### src/rtl/csm_pkg.sv
// package: register map, field layouts, reset values and mode coding of the clock source selector
package csm_pkg;

	// register word addresses on the axi4-lite bus
	localparam logic [3:0] CSM_OFS_CTRL1  = 4'h0;
	localparam logic [3:0] CSM_OFS_CTRL2  = 4'h4;
	localparam logic [3:0] CSM_OFS_TRIM   = 4'h8;
	localparam logic [3:0] CSM_OFS_STATUS = 4'hC;

	// axi response codes
	localparam logic [1:0] CSM_RESP_OKAY   = 2'h0;
	localparam logic [1:0] CSM_RESP_SLVERR = 2'h2;

	// output source select encodings
	localparam logic [1:0] CSM_SRC_FLL = 2'h0;
	localparam logic [1:0] CSM_SRC_INT = 2'h1;
	localparam logic [1:0] CSM_SRC_EXT = 2'h2;

	// control register one, bit 7 down to bit 0
	typedef struct packed {
		logic [1:0] output_source_select;
		logic [2:0] fll_reference_divider;
		logic       fll_reference_select;
		logic       internal_ref_output_enable;
		logic       internal_ref_stop_keep;
	} csm_ctrl1_t;

	// control register two, bit 7 down to bit 0
	typedef struct packed {
		logic [1:0] bus_divider;
		logic       ext_range_high;
		logic       ext_high_gain;
		logic       bypass_fll_off;
		logic       ext_ref_osc_select;
		logic       ext_ref_output_enable;
		logic       ext_ref_stop_keep;
	} csm_ctrl2_t;

	// status register, bit 7 down to bit 0
	typedef struct packed {
		logic [2:0] zero_bits;
		logic       reference_source_status;
		logic [1:0] clock_mode_status;
		logic       oscillator_ready_flag;
		logic       fine_period_trim;
	} csm_status_t;

	// reset values: fll engaged on the internal reference, bus divider by two
	localparam csm_ctrl1_t CSM_CTRL1_RST = 8'h04;
	localparam csm_ctrl2_t CSM_CTRL2_RST = 8'h40;
	localparam logic [7:0] CSM_TRIM_RST  = 8'h80;

	// operating modes, gray coded along fei-fee-fbi-bypassed_internal_lowpower_mode-fbe-bypassed_external_lowpower_mode-stop
	typedef enum logic [2:0] {
		CSM_FEI   = 3'h0,
		CSM_FEE   = 3'h1,
		CSM_FBI   = 3'h3,
		CSM_BYPASSED_INTERNAL_LOWPOWER_MODE = 3'h2,
		CSM_FBE   = 3'h6,
		CSM_BYPASSED_EXTERNAL_LOWPOWER_MODE = 3'h7,
		CSM_STOP  = 3'h5
	} csm_mode_t;

	// mode from source select, reference select, low-power bit and stop request
	function automatic csm_mode_t csm_decode(input logic [1:0] src, input logic iref, input logic lp,
		input logic stop);
		csm_mode_t m;
		m = iref ? CSM_FEI : CSM_FEE;
		if (stop) begin
			m = CSM_STOP;
		end else if (src == CSM_SRC_INT) begin
			m = lp ? CSM_BYPASSED_INTERNAL_LOWPOWER_MODE : CSM_FBI;
		end else if (src == CSM_SRC_EXT) begin
			m = lp ? CSM_BYPASSED_EXTERNAL_LOWPOWER_MODE : CSM_FBE;
		end
		return m;
	endfunction

	// modes that run on the internal reference
	function automatic logic csm_is_int(input csm_mode_t m);
		return (m == CSM_FEI) || (m == CSM_FBI) || (m == CSM_BYPASSED_INTERNAL_LOWPOWER_MODE);
	endfunction

	// modes that run on the external reference
	function automatic logic csm_is_ext(input csm_mode_t m);
		return (m == CSM_FEE) || (m == CSM_FBE) || (m == CSM_BYPASSED_EXTERNAL_LOWPOWER_MODE);
	endfunction

endpackage

### src/rtl/csm_pulse_div.sv
// divider of one-cycle enable pulses by two raised to a select value
`timescale 1ns/1ns
`default_nettype none
module csm_pulse_div
	import csm_pkg::*;
#(
	parameter int SEL_W = 3
) (
	input  wire logic             aclk,
	input  wire logic             aresetn,
	input  wire logic             tick_in,
	input  wire logic [SEL_W-1:0] sel,
	output var  logic             tick_out
);
	localparam int CNT_W = (1 << SEL_W) - 1;

	logic [CNT_W-1:0] cnt_q;
	logic [CNT_W-1:0] last_count;

	if (SEL_W < 1 || SEL_W > 4) begin : g_check
		$error("csm_pulse_div: SEL_W must lie in 1..4");
	end

	// terminal count is 2**sel - 1; a select change applies at once, a count already past it wraps on the next input pulse
	assign last_count = CNT_W'((1 << sel) - 1);

	// input pulse counter
	always_ff @(posedge aclk) begin
		if (!aresetn) begin
			cnt_q <= '0;
		end else if (tick_in) begin
			cnt_q <= (cnt_q >= last_count) ? '0 : cnt_q + 1'b1;
		end
	end

	// registered output pulse, one per 2**sel input pulses
	always_ff @(posedge aclk) begin
		if (!aresetn) begin
			tick_out <= 1'b0;
		end else begin
			tick_out <= tick_in && (cnt_q >= last_count);
		end
	end
endmodule // csm_pulse_div
`default_nettype wire

### src/rtl/csm_clock_select.sv
// clock source selector: fll, internal and external reference, mode control and register file
//
// Notes on behaviour
// - fee: fll on external ref drives output, debug
// - fbi: fll kept locked on internal, output internal; the code takes the fll reference from the reference select bit instead
// - bypassed_internal_lowpower_mode: fll off, output internal, no debug
// - fbe: fll kept on external, output external; the code takes the fll reference from the reference select bit instead
// - bypassed_external_lowpower_mode: fll off, output external, no debug
// - stop: no fll, output, debug; refs per settings
// - source select 00 fll, 01 int, 10 ext
// - reference divider by two to the field
// - reference select one means internal reference
// - output enable gates internal reference clock out
// - stop keep holds internal ref in stop if output-enabled or used by the last mode
// - bus divider 1/2/4/8, bus is half
// - low-power bit turns fll off in bypass modes unless debugging
// - status fields lag writes through two stages; only mode and reference status do here, fine trim does not
// - reset comes up fll engaged internal
//
// The address map and the AXI4-Lite interface to the registers are this design's own decisions.
`timescale 1ns/1ns
`default_nettype none
module csm_clock_select
	import csm_pkg::*;
(
	input  wire logic        aclk,
	input  wire logic        aresetn,
	// axi4-lite slave
	input  wire logic [3:0]  s_axi_awaddr,
	input  wire logic        s_axi_awvalid,
	output var  logic        s_axi_awready,
	input  wire logic [31:0] s_axi_wdata,
	input  wire logic [3:0]  s_axi_wstrb,
	input  wire logic        s_axi_wvalid,
	output var  logic        s_axi_wready,
	output var  logic [1:0]  s_axi_bresp,
	output var  logic        s_axi_bvalid,
	input  wire logic        s_axi_bready,
	input  wire logic [3:0]  s_axi_araddr,
	input  wire logic        s_axi_arvalid,
	output var  logic        s_axi_arready,
	output var  logic [31:0] s_axi_rdata,
	output var  logic [1:0]  s_axi_rresp,
	output var  logic        s_axi_rvalid,
	input  wire logic        s_axi_rready,
	// chip-level state and source pulses
	input  wire logic        stop_req,
	input  wire logic        background_debug,
	input  wire logic        int_ref_tick,
	input  wire logic        ext_ref_tick,
	input  wire logic        dco_tick,
	input  wire logic        osc_init_done,
	// controls and clock enables toward the chip
	output var  logic        fll_enable,
	output var  logic        fll_ref_is_int,
	output var  logic        fll_ref_tick,
	output var  logic        int_ref_enable,
	output var  logic        ext_ref_enable,
	output var  logic        ext_range_high,
	output var  logic        ext_high_gain,
	output var  logic        ext_osc_request,
	output var  logic [7:0]  ref_trim,
	output var  logic        fine_trim,
	output var  logic        internal_ref_clock_out,
	output var  logic        ext_ref_clock_out,
	output var  logic        out_clock_tick,
	output var  logic        bus_clock_tick,
	output var  logic        debug_clock_tick
);
	csm_ctrl1_t  ctrl1_q;
	csm_ctrl2_t  ctrl2_q;
	logic [7:0]  trim_q;
	logic        fine_period_trim_q;
	logic        osc_ready_q;
	logic [2:0]  stat1_q;
	logic [2:0]  stat2_q;
	csm_mode_t   mode;
	csm_mode_t   last_run_mode_q;
	logic        fll_on;
	logic        int_on;
	logic        ext_on;
	logic        src_tick;
	logic        ref_sel_tick;
	logic        src_tick_q;
	logic        dco_gated_q;
	logic        ref_gated_q;
	logic        aw_got_q;
	logic        w_got_q;
	logic [3:0]  awaddr_q;
	logic [31:0] wdata_q;
	logic        wstrb0_q;
	logic        wr_fire;
	csm_status_t status;

	// mode decode; reserved source 11 falls to fll output
	assign mode = csm_decode(ctrl1_q.output_source_select, ctrl1_q.fll_reference_select,
		ctrl2_q.bypass_fll_off, stop_req);

	// fll runs unless stopped, or bypassed with low-power set and no debug session
	always_comb begin
		case (mode)
			CSM_FEI, CSM_FEE, CSM_FBI, CSM_FBE: fll_on = 1'b1;
			CSM_BYPASSED_INTERNAL_LOWPOWER_MODE, CSM_BYPASSED_EXTERNAL_LOWPOWER_MODE:               fll_on = background_debug;
			CSM_STOP:                           fll_on = 1'b0;
			default:                            fll_on = 1'b1;
		endcase
	end

	// reference enables; in stop each survives only under its stop-keep bit
	always_comb begin
		if (mode == CSM_STOP) begin
			int_on = ctrl1_q.internal_ref_stop_keep &&
				(ctrl1_q.internal_ref_output_enable || csm_is_int(last_run_mode_q));
			ext_on = ctrl2_q.ext_ref_stop_keep &&
				(ctrl2_q.ext_ref_output_enable || csm_is_ext(last_run_mode_q));
		end else begin
			int_on = ctrl1_q.fll_reference_select || ctrl1_q.internal_ref_output_enable ||
				csm_is_int(mode);
			ext_on = !ctrl1_q.fll_reference_select || ctrl2_q.ext_ref_output_enable ||
				csm_is_ext(mode);
		end
	end

	// output source; stop gives no system clock at all
	always_comb begin
		case (mode)
			CSM_FEI, CSM_FEE:     src_tick = dco_tick;
			CSM_FBI, CSM_BYPASSED_INTERNAL_LOWPOWER_MODE:   src_tick = int_ref_tick;
			CSM_FBE, CSM_BYPASSED_EXTERNAL_LOWPOWER_MODE:   src_tick = ext_ref_tick;
			CSM_STOP:             src_tick = 1'b0;
			default:              src_tick = dco_tick;
		endcase
	end

	// fll reference: internal when the select bit is one
	assign ref_sel_tick = ctrl1_q.fll_reference_select ? int_ref_tick : ext_ref_tick;

	// mode seen before stop, so stop-keep knows which reference was in use
	always_ff @(posedge aclk) begin
		if (!aresetn) begin
			last_run_mode_q <= CSM_FEI;
		end else if (mode != CSM_STOP) begin
			last_run_mode_q <= mode;
		end
	end

	// registered gating ahead of the dividers
	always_ff @(posedge aclk) begin
		if (!aresetn) begin
			src_tick_q  <= 1'b0;
			dco_gated_q <= 1'b0;
			ref_gated_q <= 1'b0;
		end else begin
			src_tick_q  <= src_tick;
			dco_gated_q <= dco_tick && fll_on; // debug clock only while the fll runs
			ref_gated_q <= ref_sel_tick && fll_on;
		end
	end

	// fll reference divider by 1..128
	csm_pulse_div #(.SEL_W(3)) u_ref_div (
		.aclk     (aclk),
		.aresetn  (aresetn),
		.tick_in  (ref_gated_q),
		.sel      (ctrl1_q.fll_reference_divider),
		.tick_out (fll_ref_tick)
	);

	// selected source divided by 1/2/4/8
	csm_pulse_div #(.SEL_W(2)) u_out_div (
		.aclk     (aclk),
		.aresetn  (aresetn),
		.tick_in  (src_tick_q),
		.sel      (ctrl2_q.bus_divider),
		.tick_out (out_clock_tick)
	);

	// bus clock is half the divided output
	csm_pulse_div #(.SEL_W(1)) u_bus_div (
		.aclk     (aclk),
		.aresetn  (aresetn),
		.tick_in  (out_clock_tick),
		.sel      (1'b1),
		.tick_out (bus_clock_tick)
	);

	// debug clock is the fll output halved
	csm_pulse_div #(.SEL_W(1)) u_dbg_div (
		.aclk     (aclk),
		.aresetn  (aresetn),
		.tick_in  (dco_gated_q),
		.sel      (1'b1),
		.tick_out (debug_clock_tick)
	);

	// control levels toward the analog parts and reference clock outputs
	always_ff @(posedge aclk) begin
		if (!aresetn) begin
			fll_enable             <= 1'b1;
			fll_ref_is_int         <= 1'b1;
			int_ref_enable         <= 1'b1;
			ext_ref_enable         <= 1'b0;
			ext_range_high         <= 1'b0;
			ext_high_gain          <= 1'b0;
			ext_osc_request        <= 1'b0;
			ref_trim               <= CSM_TRIM_RST;
			fine_trim              <= 1'b0;
			internal_ref_clock_out <= 1'b0;
			ext_ref_clock_out      <= 1'b0;
		end else begin
			fll_enable             <= fll_on;
			fll_ref_is_int         <= ctrl1_q.fll_reference_select;
			int_ref_enable         <= int_on;
			ext_ref_enable         <= ext_on;
			ext_range_high         <= ctrl2_q.ext_range_high;
			ext_high_gain          <= ctrl2_q.ext_high_gain;
			ext_osc_request        <= ctrl2_q.ext_ref_osc_select;
			ref_trim               <= trim_q;
			fine_trim              <= fine_period_trim_q;
			internal_ref_clock_out <= int_ref_tick && int_on && ctrl1_q.internal_ref_output_enable;
			ext_ref_clock_out      <= ext_ref_tick && ext_on && ctrl2_q.ext_ref_output_enable;
		end
	end

	// status lags writes by two stages, as the mode really switches over
	always_ff @(posedge aclk) begin
		if (!aresetn) begin
			stat1_q <= {1'b1, CSM_SRC_FLL};
			stat2_q <= {1'b1, CSM_SRC_FLL};
		end else begin
			stat1_q <= {ctrl1_q.fll_reference_select,
				(ctrl1_q.output_source_select == 2'h3) ? CSM_SRC_FLL : ctrl1_q.output_source_select};
			stat2_q <= stat1_q;
		end
	end

	// oscillator ready: set once started while in use, cleared by dropping its request or when the external ref is neither enabled nor output-enabled
	always_ff @(posedge aclk) begin
		if (!aresetn) begin
			osc_ready_q <= 1'b0;
		end else if (!ctrl2_q.ext_ref_osc_select || !ctrl2_q.ext_ref_output_enable && !ext_on) begin
			osc_ready_q <= 1'b0;
		end else if (osc_init_done) begin
			osc_ready_q <= 1'b1;
		end
	end

	// status view; top three bits are constant zero
	assign status = '{zero_bits: 3'h0, reference_source_status: stat2_q[2],
		clock_mode_status: stat2_q[1:0], oscillator_ready_flag: osc_ready_q, fine_period_trim: fine_period_trim_q};

	// write commit once address and data are both held and no response is pending
	assign wr_fire = aw_got_q && w_got_q && !s_axi_bvalid;

	// write address channel
	always_ff @(posedge aclk) begin
		if (!aresetn) begin
			aw_got_q      <= 1'b0;
			awaddr_q      <= 4'h0;
			s_axi_awready <= 1'b0;
		end else if (s_axi_awready && s_axi_awvalid) begin
			aw_got_q      <= 1'b1;
			awaddr_q      <= s_axi_awaddr;
			s_axi_awready <= 1'b0;
		end else begin
			if (wr_fire) begin
				aw_got_q <= 1'b0;
			end
			s_axi_awready <= !aw_got_q && !s_axi_bvalid;
		end
	end

	// write data channel
	always_ff @(posedge aclk) begin
		if (!aresetn) begin
			w_got_q      <= 1'b0;
			wdata_q      <= 32'h0;
			wstrb0_q     <= 1'b0;
			s_axi_wready <= 1'b0;
		end else if (s_axi_wready && s_axi_wvalid) begin
			w_got_q      <= 1'b1;
			wdata_q      <= s_axi_wdata;
			wstrb0_q     <= s_axi_wstrb[0];
			s_axi_wready <= 1'b0;
		end else begin
			if (wr_fire) begin
				w_got_q <= 1'b0;
			end
			s_axi_wready <= !w_got_q && !s_axi_bvalid;
		end
	end

	// write response; unmapped addresses answer slverr and store nothing
	always_ff @(posedge aclk) begin
		if (!aresetn) begin
			s_axi_bvalid <= 1'b0;
			s_axi_bresp  <= CSM_RESP_OKAY;
		end else if (wr_fire) begin
			s_axi_bvalid <= 1'b1;
			s_axi_bresp  <= (awaddr_q[1:0] == 2'h0) ? CSM_RESP_OKAY : CSM_RESP_SLVERR;
		end else if (s_axi_bready) begin
			s_axi_bvalid <= 1'b0;
		end
	end

	// register stores; only byte lane 0 carries the eight-bit registers
	always_ff @(posedge aclk) begin
		if (!aresetn) begin
			ctrl1_q <= CSM_CTRL1_RST;
			ctrl2_q <= CSM_CTRL2_RST;
			trim_q  <= CSM_TRIM_RST;
			fine_period_trim_q <= 1'b0;
		end else if (wr_fire && wstrb0_q) begin
			case (awaddr_q)
				CSM_OFS_CTRL1:  ctrl1_q <= wdata_q[7:0];
				CSM_OFS_CTRL2:  ctrl2_q <= wdata_q[7:0];
				CSM_OFS_TRIM:   trim_q  <= wdata_q[7:0];
				CSM_OFS_STATUS: fine_period_trim_q <= wdata_q[0]; // other status bits ignore writes
				default:        fine_period_trim_q <= fine_period_trim_q;
			endcase
		end
	end

	// read channel: one read at a time, data one cycle after the address is taken
	always_ff @(posedge aclk) begin
		if (!aresetn) begin
			s_axi_arready <= 1'b0;
			s_axi_rvalid  <= 1'b0;
			s_axi_rdata   <= 32'h0;
			s_axi_rresp   <= CSM_RESP_OKAY;
		end else if (s_axi_arready && s_axi_arvalid) begin
			s_axi_arready <= 1'b0;
			s_axi_rvalid  <= 1'b1;
			s_axi_rresp   <= CSM_RESP_OKAY;
			case (s_axi_araddr)
				CSM_OFS_CTRL1:  s_axi_rdata <= {24'h0, ctrl1_q};
				CSM_OFS_CTRL2:  s_axi_rdata <= {24'h0, ctrl2_q};
				CSM_OFS_TRIM:   s_axi_rdata <= {24'h0, trim_q};
				CSM_OFS_STATUS: s_axi_rdata <= {24'h0, status};
				default: begin
					s_axi_rdata <= 32'h0;
					s_axi_rresp <= CSM_RESP_SLVERR;
				end
			endcase
		end else if (s_axi_rvalid) begin
			if (s_axi_rready) begin
				s_axi_rvalid <= 1'b0;
			end
		end else begin
			s_axi_arready <= 1'b1;
		end
	end
endmodule // csm_clock_select
`default_nettype wire

### config.mk
export PLATFORM = sky130hd
export DESIGN_NAME = csm_clock_select
export DESIGN_NICKNAME = d
export VERILOG_FILES = /design/src/rtl/csm_pkg.sv /design/src/rtl/csm_pulse_div.sv /design/src/rtl/csm_clock_select.sv
export SDC_FILE = /design/constraint.sdc
export NUM_CORES = 1
export LEC_CHECK = 0
export BUFFER_PORTS_ARGS = -buffer_cell sky130_fd_sc_hd__buf_4
export CORE_MARGIN = 8
export CORE_UTILIZATION = 35
export DETAILED_ROUTE_END_ITERATION = 8
export PLACE_DENSITY = 0.63
export SETUP_SLACK_MARGIN = 0.05
export SYNTH_ARGS = -nofsm -noshare
export SYNTH_HDL_FRONTEND = slang
export SYNTH_HIERARCHICAL = 1
export SYNTH_SLANG_ARGS = --single-unit
### constraint.sdc
create_clock -name aclk -period 3.98 [get_ports aclk]
set_input_delay 0.597 -clock aclk [delete_from_list [all_inputs] [get_ports aclk]]
set_output_delay 0.597 -clock aclk [all_outputs]
set_load 0.02 [all_outputs]
==> results.ini, run 1 <==
[timing]
finalSetupTns_ns = 0
rsz0062_at_grt = no
clock.fmax_ghz = 0.351
setup_ws_ns = 1.13
final-setup-viol-count = 0
timing.final.crit_share = 0.717
slew_headroom = 0.374
drv_slew = 0
tightestPinTransition_ns = 0.937
hold_violations = 0
fin_skew_ns = 0.00775
post-route-min-period_ns = 2.85

[cts]
cts-htree-levels = 3
cts_buffers = 9
postCtsHoldBufs = 0
clk-insertion-delay-late_ns = 0.34
postCtsSetupBuffers = 0
cts_resized = 0
cts.clk_slew.worst_paths_ns = 0.08
clock_sinks = 101
clock_path_buffers = 2
root_buffer = clkbuf_16
cts_tree = built

[placed_design]
numPortBuffers = 66
gp_congestion = 0.755
pre_cts_slack_ns = 1.15
dpl.hpwl_mm = 7.29

[synth]
dominantRegCellSynth = dfxtp_1
ys_ff_latch = 101
syn_inst = 472
synth_warnings = 6
synth_edf_count = 0
synth_top_area_cell = dfxtp_1
ys_seq_area_frac = 0.442
synth-adder-area-share = 0.0465
yosys.area_share.simple = 0.179
avgSynthCellArea_um2 = 9.69
mappedNetlistArea_um2 = 4570
synth_compound_area_frac = 0.146
synthXorXnorAreaFrac = 0.0134
synth.distinct_cells = 62
synthMuxAreaShare = 0.0903
synth_top_family_by_area = simple AND/OR/NAND/NOR gates
postSynth.asyncResetShare = 0
synthTopCellsByArea = dfxtp_1, mux2i_1, buf_4
synth_top_area_share = 0.442

[routing]
wl_met1_mm = 4.75
top_layer = met4
drc = 0
drt_iter0_drc = 201
detail-route-antenna-nets = 0
routedWlPerCell_um = 14.4
drtPass1Iterations = 4
met2WireLength_mm = 4.76
routed_via_density = 4.87
dr_wl_met3_um = 546
vias = 3444
drt_wl_total_mm = 10.2

[grt]
grt_overflow = 0
grt_max_degree = 55
antenna_found_initial = 0
grt_pass1_vias = 3426
grt_pass1_wl_mm = 16.5
grt_usage = 0.121

[outcome]
status = complete, no violations

[hold_path]
hp-class = flop to flop
min_from = stat1_q[0]$_SDFF_PP0_

[pwr]
leakage_nw = 2.26
cellPowerDensity_nw_per_um2 = 380
peakVddDrop_uv = 238

[layout]
syn2layout_area_growth_pct = 17.6
drive_gt1_frac = 0.211
final_nets = 604
diodes = 0
final_cell_mix = dfxtp_1, buf_4, nor2_1
final_common_cell = dfxtp_1

[worst_setup_path]
cp_max_fo = 10
critPathRequiredTime_ns = 4.24
worstSetupStartpointType = flop
crit_chain = or3_1 -> ha_1 -> nor3_1 -> a21oi_1 -> o21a_1 -> ha_1 -> a211oi_2 -> nor2_1 -> a211o_4 -> a211oi_2
endpoint_kind = flop
crit_arrival_ns = 3.11
crit_path_max_incr_delay_ns = 0.44
critPathKind = flop to flop
regToRegStartpoint = ctrl1_q[5]$_SDFFE_PN0P_
cp-startpoint = ctrl1_q[5]$_SDFFE_PN0P_
crit_path_top_delay_cell = or3_1

[die]
chipWidth_um = 130
ios = 120
die_area_um2 = 17000
initial_utilization = 0.361
rows = 41
core_area_um2 = 12700
chipHeight_um = 130

[job]
max_cap_viol_count = 0

==> routing by layer <==
metal,global-route usage,vias up
li1,-,1713
met5,0,-
met4,0.0335,0
met1,0.153,1643
met3,0.0339,9
met2,0.197,79
==> Yosys cell counts, drive strengths merged (12+ instances only) <==
cell type,count
and2,14
clkbuf,12
buf,35
a211oi,12
dfxtp,101
mux2i,30
nand2,42
o21ai,12
nor2,46
inv,17
a21oi,29
ha,17
==> sequential cells by signal (all words and copies together), names as in the netlist, 3 cells and up <==
name	count
stat1_q	3
ctrl1_q	8
wdata_q	8
s_axi_rdata	8
last_run_mode_q	3
ref_trim	8
ctrl2_q	8
stat2_q	3
u_ref_div/cnt_q	7
trim_q	8
awaddr_q	4
u_out_div/cnt_q	3
==> area by class of cell <==
class / count / area (um2)
Clock buffer: 9 / 225
Fill cell: 1255 / 7290
Timing Repair Buffer: 66 / 495
Tap cell: 172 / 215
Multi-Input combinational cell: 335 / 2290
Sequential cell: 101 / 2020
Inverter: 17 / 63.8
Clock inverter: 7 / 68.8
==> cells by family after synthesis <==
| logic type | count (synthesis) |
|---|---|
| muxes | 35 |
| DFF | 101 |
| other | 2 |
| buffers and inverters | 64 |
| adders and majority gates | 17 |
| and+or+nand+nor | 159 |
| AOI/OAI and AO/OA | 87 |
| xor gates and xnor gates | 7 |
==> final timing paths <==
| kind | cells after the start | slack [ns] | end |
|---|---|---|---|
| min | 1 | 0.44 | stat2_q[0]$_SDFF_PN0_ |
| max reg2reg | 10 | 1.13 | u_ref_div/cnt_q[6]$_SDFFE_PN0P_ |
| min reg2reg | 1 | 0.44 | stat2_q[0]$_SDFF_PN0_ |
| max | 10 | 1.13 | u_ref_div/cnt_q[6]$_SDFFE_PN0P_ |
==> where the power goes <==
part | switching [mW] | internal (mW)
Sequential | 0.0186 | 1.03
Combinational | 0.0931 | 0.0552
Clock | 0.409 | 0.441
Total | 0.521 | 1.52
==> critical path: cells and delay by family (launching register included) <==
| kind | cells | cell delay [ns] |
|---|---|---|
| DFF | 1 | 0.40 |
| and+or+nand+nor | 3 | 0.72 |
| AOI/OAI and AO/OA | 5 | 1.09 |
| adders and majority gates | 2 | 0.56 |
==> per-stage QoR <==
step	total power [mW]	hold slack (ns)	instance area [um2]	util	cells
final	2.05	0.438	5380	0.424	707
after global routing	2.13	0.449	5380	0.424	707
after CTS	2.07	0.444	5380	0.424	707
after global placement	1.21	0.427	5080	0.401	691
after detailed placement	1.22	0.420	5080	0.401	691
after floorplan	1.18	0.406	4680	-	500
No activity file was read; power rests on OpenSTA's default activity.
==> run 2: changes to the inputs <==
--- a/config.mk
+++ b/config.mk
@@ -5,6 +5,7 @@
 export SDC_FILE = /design/constraint.sdc
 export NUM_CORES = 1
 export LEC_CHECK = 0
+export ABC_AREA = 1
 export BUFFER_PORTS_ARGS = -buffer_cell sky130_fd_sc_hd__buf_4
 export CORE_MARGIN = 8
 export CORE_UTILIZATION = 35
==> constraint.sdc (replaced) <==
create_clock -name aclk -period 2.8 [get_ports aclk]
set_input_delay 0.42 -clock aclk [delete_from_list [all_inputs] [get_ports aclk]]
set_output_delay 0.42 -clock aclk [all_outputs]
set_load 0.02 [all_outputs]
==> results.ini, run 2 <==
[synth]
postSynth.asyncResetShare = 0  ; unchanged
mappedNetlistArea_um2 = 4490  ; -1.9%
synth_top_family_by_area = simple AND/OR/NAND/NOR gates
synthTopCellsByArea = dfxtp_1, nand2_1, inv_1
ys_seq_area_frac = 0.451  ; +0.00839
synth_compound_area_frac = 0.142  ; -0.00420
synth_top_area_share = 0.451  ; +0.00839
dominantRegCellSynth = dfxtp_1
avgSynthCellArea_um2 = 7.90  ; -18%
syn_inst = 568  ; +20%
ys_ff_latch = 101  ; unchanged
synthMuxAreaShare = 0.00446  ; -0.0859
synthXorXnorAreaFrac = 0.0176  ; +0.00416
synth-adder-area-share = 0.0474  ; +0.000882
synth_common_cells = dfxtp_1, nand2_1, inv_1, nor2_1, a21oi_1
synth_top_area_cell = dfxtp_1
synth_warnings = 6  ; unchanged
synth_edf_count = 0  ; unchanged
yosys.area_share.simple = 0.197  ; +0.0179
synth_most_common_cell = dfxtp_1
synth.distinct_cells = 39  ; -37%

[routing]
drc = 0  ; unchanged
vias = 3658  ; +6.2%
drt_wl_total_mm = 10.0  ; -1.2%
drtPass1Iterations = 5  ; +1
routed_via_density = 4.52  ; -7.3%
routedWlPerCell_um = 12.4  ; -14%
detail-route-antenna-nets = 0  ; unchanged
drt_iter0_drc = 172  ; -14%

[placed_design]
dpl.hpwl_mm = 7.75  ; +6.3%
numPortBuffers = 66  ; unchanged
gp_congestion = 0.849  ; +13%
pre_cts_slack_ns = 0.510  ; -0.638 ns

[layout]
drive_gt1_frac = 0.169  ; -0.0419
final_cell_mix = dfxtp_1, nand2_1, inv_1
final_nets = 708  ; +17%
final_common_cell = dfxtp_1
syn2layout_area_growth_pct = 18.6
nFillCells = 1292  ; +2.9%
diodes = 0  ; unchanged

[timing]
hold_violations = 0  ; unchanged
rsz0062_at_grt = no
slew_headroom = 0.506  ; +0.132
post-route-min-period_ns = 2.30  ; -0.551 ns
drv_slew = 0  ; unchanged
clock.fmax_ghz = 0.435  ; +24%
timing.final.crit_share = 0.822  ; +0.105
final-setup-viol-count = 0  ; unchanged
setup_ws_ns = 0.499  ; -0.629 ns
finalSetupTns_ns = 0  ; unchanged
fin_skew_ns = 0.00695  ; -0.000798 ns
tightestPinTransition_ns = 0.740  ; -0.197 ns

[cts]
postCtsSetupBuffers = 0  ; unchanged
cts_tree = built
clk-insertion-delay-late_ns = 0.34  ; about the same
cts.clk_slew.worst_paths_ns = 0.07  ; about the same
postCtsHoldBufs = 0  ; unchanged
clock_path_buffers = 2  ; unchanged
cts_buffers = 9  ; unchanged
clock_sinks = 101  ; unchanged
cts-htree-levels = 3  ; unchanged
cts_resized = 0  ; unchanged
root_buffer = clkbuf_16

[hold_path]
min_to = s_axi_rvalid$_SDFF_PN0_
hold_depth = 4  ; +3
min_from = s_axi_rready
hp-class = input pin to flop

[worst_setup_path]
critPathKind = flop to flop
cp_max_fo = 7  ; -3
crit_arrival_ns = 2.58  ; -0.53 ns
regToRegStartpoint = ctrl1_q[5]$_SDFFE_PN0P_
rr_endpoint = u_ref_div/cnt_q[3]$_SDFFE_PN0P_
critPathRequiredTime_ns = 3.07  ; -1.17 ns
worstSetupStartpointType = flop
endpoint_kind = flop
rrSetupSlack_ns = 0.50  ; -0.63 ns
worst-r2r-cell-count = 14  ; +4

[job]
max_cap_viol_count = 0  ; unchanged

[pwr]
cellPowerDensity_nw_per_um2 = 557  ; +47%
peakVddDrop_uv = 253  ; +6.4%
leakage_nw = 2.47  ; +9.4%

[die]
ios = 120  ; unchanged
chipHeight_um = 129  ; -0.82%
chipWidth_um = 129  ; -0.82%
rows = 41  ; unchanged
initial_utilization = 0.357  ; -0.00382
die_area_um2 = 16700  ; -1.6%
core_area_um2 = 12600  ; -0.81%

[grt]
grt_overflow = 0  ; unchanged
grt_pass1_vias = 3594  ; +4.9%
grt_usage = 0.124  ; +0.00288
grt_max_degree = 39  ; -29%
grt_pass1_wl_mm = 16.7  ; +1.2%
antenna_found_initial = 0  ; unchanged

[outcome]
status = complete, no violations

==> run 2: cells by family (layout without fill, tap and decap cells) <==
kind of cell,Yosys count,after routing
muxes,2,2
DFF,101,101
AOI/OAI and AO/OA,116,116
other,2,30
buffers and inverters,132,174
adders and majority gates,17,17
and+or+nand+nor,189,189
xor gates and xnor gates,9,9
==> run 2: worst max path at each step <==
stage	to	from	slack, ns
floorplan	u_ref_div/cnt_q[0]$_SDFFE_PN0P_	ctrl1_q[5]$_SDFFE_PN0P_	0.83
global placement	u_ref_div/cnt_q[0]$_SDFFE_PN0P_	ctrl1_q[5]$_SDFFE_PN0P_	0.63
detailed placement	u_ref_div/cnt_q[3]$_SDFFE_PN0P_	ctrl1_q[5]$_SDFFE_PN0P_	0.51
CTS	u_ref_div/cnt_q[1]$_SDFFE_PN0P_	ctrl1_q[5]$_SDFFE_PN0P_	0.50
global route	u_ref_div/cnt_q[6]$_SDFFE_PN0P_	ctrl1_q[5]$_SDFFE_PN0P_	0.23
finish	u_ref_div/cnt_q[3]$_SDFFE_PN0P_	ctrl1_q[5]$_SDFFE_PN0P_	0.50
==> run 2: power breakdown <==
group          internal, mW  switching, mW
clock                 0.679          0.529
combinational        0.0875          0.164
sequential             1.47         0.0349
total                  2.24          0.728
==> run 2: final cells by class <==
type,count,area [um2],share of cell area
flip-flops and latches,101,2020,0.380
multi-input cells,363,1940,0.365
well taps,172,215,0.0404
clock buffers,12,267,0.0501
clock inverters,3,26.3,0.00494
inverters,92,345,0.0649
repair buffers,67,503,0.0945
==> run 2: per-layer routing <==
layer	GRT usage	wire (um)	up-vias
met4	0.0422	145	0
met2	0.212	4960	83
li1	-	-	1886
met1	0.146	4340	1677
met5	0	0	-
met3	0.0329	583	12
==> run 2: critical path, stage by stage, from the launching register on <==
cell	delay, ns
dfxtp_1	0.42
inv_1	0.14
nand2_1	0.12
ha_1	0.20
o21ai_0	0.15
o21ai_0	0.12
o211ai_1	0.12
ha_1	0.31
nand2_1	0.09
inv_1	0.04
a21oi_1	0.13
nand2_1	0.07
nand2_1	0.09
nand2_2	0.11
nor2_1	0.12
==> run 2: per-stage QoR <==
step / utilization / cells / instance area (um2) / hold WS, ns / total power, mW
after floorplan: - / 596 / 4590 / 0.390 / 1.73
after global placement: 0.400 / 795 / 5030 / 0.403 / 1.78
after detailed placement: 0.400 / 795 / 5030 / 0.396 / 1.79
after CTS: 0.423 / 810 / 5320 / 0.315 / 3.00
after global routing: 0.423 / 810 / 5320 / 0.335 / 3.08
final: 0.423 / 810 / 5320 / 0.318 / 2.97
==> run 3: changes to the inputs <==
--- a/config.mk
+++ b/config.mk
@@ -10,7 +10,7 @@
 export CORE_MARGIN = 8
 export CORE_UTILIZATION = 35
 export DETAILED_ROUTE_END_ITERATION = 8
-export PLACE_DENSITY = 0.63
+export PLACE_DENSITY = 0.65
 export SETUP_SLACK_MARGIN = 0.05
 export SYNTH_ARGS = -nofsm -noshare
 export SYNTH_HDL_FRONTEND = slang
==> constraint.sdc (replaced) <==
create_clock -name aclk -period 1.92 [get_ports aclk]
set_input_delay 0.288 -clock aclk [delete_from_list [all_inputs] [get_ports aclk]]
set_output_delay 0.288 -clock aclk [all_outputs]
set_load 0.02 [all_outputs]
==> results.ini, run 3 (synthesized netlist as in run 2, its figures left out) <==
[routing]
routedWlPerCell_um = 12.5  ; +1.2%
drc = 0  ; unchanged
drtPass1Iterations = 6  ; +1
drt_iter0_drc = 186  ; +8.1%
drt_wl_total_mm = 10.3  ; +3.0%
vias = 3719  ; +1.7%
detail-route-antenna-nets = 0  ; unchanged
routed_via_density = 4.51  ; -0.18%

[die]
ios = 120  ; unchanged
core_area_um2 = 12600  ; unchanged
chipHeight_um = 129  ; unchanged
rows = 41  ; unchanged
initial_utilization = 0.357  ; unchanged
chipWidth_um = 129  ; unchanged
die_area_um2 = 16700  ; unchanged

[grt]
grt_overflow = 0  ; unchanged
grt_pass1_vias = 3704  ; +3.1%
grt_usage = 0.125  ; +0.00151
grt_max_degree = 33  ; -15%
grt_pass1_wl_mm = 16.8  ; +0.62%
antenna_found_initial = 0  ; unchanged

[worst_setup_path]
worst-r2r-cell-count = 13  ; -1
cp-startpoint = ctrl1_q[4]$_SDFFE_PN0P_
crit_path_end = u_ref_div/cnt_q[5]$_SDFFE_PN0P_
crit_arrival_ns = 2.27  ; -0.31 ns
rrSetupSlack_ns = -0.06  ; -0.56 ns
cp_max_fo = 7  ; unchanged
endpoint_kind = flop
rr_endpoint = u_ref_div/cnt_q[5]$_SDFFE_PN0P_
regToRegStartpoint = ctrl1_q[4]$_SDFFE_PN0P_
critPathRequiredTime_ns = 2.21  ; -0.86 ns
worstSetupStartpointType = flop
critPathKind = flop to flop

[timing]
drv_slew = 0  ; unchanged
timing.final.crit_share = 1.03  ; +0.209
fin_skew_ns = 0.00739  ; +0.000433 ns
setup_ws_ns = -0.0588  ; -0.558 ns
whs_ns = 0.177  ; -0.141 ns
post-route-min-period_ns = 1.98  ; -0.322 ns
rsz0062_at_grt = yes
clock.fmax_ghz = 0.505  ; +16%
finalSetupTns_ns = -0.380  ; -0.380 ns
final-setup-viol-count = 7  ; +7
hold_violations = 0  ; unchanged

[job]
max_cap_viol_count = 0  ; unchanged

[cts]
clk-insertion-delay-late_ns = 0.35  ; about the same
postCtsHoldBufs = 0  ; unchanged
clock_sinks = 101  ; unchanged
cts_tree = built
cts_buffers = 9  ; unchanged
cts-htree-levels = 3  ; unchanged
cts.clk_slew.worst_paths_ns = 0.07  ; about the same
root_buffer = clkbuf_16
clock_path_buffers = 2  ; unchanged

[placed_design]
dpl.hpwl_mm = 7.72  ; -0.31%
placed_cells = 805  ; +1.3%
gp_congestion = 0.877  ; +3.2%
pre_cts_slack_ns = -0.179  ; -0.688 ns
numPortBuffers = 66  ; unchanged

[layout]
final_common_cell = dfxtp_1
nFillCells = 1240  ; -4.0%
ff_latch_area_um2 = 2030  ; +0.19%
finalNonFillerCells = 825  ; +1.9%
drive_gt1_frac = 0.214  ; +0.0451
multi_input_comb_area_um2 = 2000  ; +3.0%
final_cell_mix = dfxtp_1, nand2_1, inv_1
fin_util = 0.436  ; +0.0128
final_nets = 722  ; +2.0%
diodes = 0  ; unchanged
syn2layout_area_growth_pct = 22.2

[pwr]
cellPowerDensity_nw_per_um2 = 787  ; +41%
peakVddDrop_uv = 483  ; +91%
leakage_nw = 2.55  ; +3.2%

[hold_path]
hp-class = input pin to flop

[outcome]
violations = negative setup slack
status = finished, violations left

## run 3: power by group
part / switching [mW] / internal (mW)
Sequential: 0.0509 / 2.15
Clock: 0.838 / 0.900
Combinational: 0.244 / 0.136
## run 3: worst min path at each step
stage | from | cells past startpoint | to | slack, ns
after detailed placement | stat1_q[1]$_SDFF_PP0_ | 2 | stat2_q[1]$_SDFF_PN0_ | 0.40
after CTS | dco_tick | 3 | dco_gated_q$_SDFF_PN0_ | 0.17
after global placement | stat1_q[1]$_SDFF_PP0_ | 2 | stat2_q[1]$_SDFF_PN0_ | 0.40
final | dco_tick | 3 | dco_gated_q$_SDFF_PN0_ | 0.18
after global routing | s_axi_awaddr[1] | 3 | awaddr_q[1]$_SDFFE_PN0P_ | 0.19
after floorplan | stat1_q[0]$_SDFF_PP0_ | 2 | stat2_q[0]$_SDFF_PN0_ | 0.39
## run 3: timing repair
item,CTS,global route
endpoints found under the setup margin,8,13
endpoints found under the hold margin,0,0
buffers inserted,4,0
cloned,0,0
pin swaps,13,2
resized for setup,10,9
## run 3: layer usage
metal / part of all wire / vias up / wire length [um] / GRT usage
li1: - / 1918 / - / -
met4: 0.017 / 0 / 180 / 0.0456
met1: 0.42 / 1702 / 4330 / 0.143
met3: 0.061 / 15 / 628 / 0.0366
met2: 0.50 / 84 / 5200 / 0.217
met5: 0 / - / 0 / 0
## run 3: cell type report
type,count,share of cell area
tap,172,0.0392
inverter,92,0.0630
sequential,101,0.369
clock buffer,9,0.0411
multi-input combinational,363,0.365
clock inverter,7,0.0105
timing repair buffer,81,0.112
## run 3: per-stage QoR
step	power [mW]	cell area [um2]
3_5_place_dp	2.62	5110
5_1_grt	4.49	5480
3_3_place_gp	2.61	5110
4_1_cts	4.35	5450
2_1_floorplan	2.53	4600
6_report	4.32	5480
## run 3: worst max-delay path, cell delays in order (launching register included)
cell and delay [ns]:
dfxtp_2 0.35, nor2_4 0.13, nand2_2 0.09, ha_4 0.18, buf_6 0.11, xor2_1 0.15, ha_1 0.29, a21oi_1 0.14
nand2_1 0.07, nand2_1 0.05, nand2_1 0.06, nand2_2 0.09, nand2_4 0.09, nor2_2 0.11
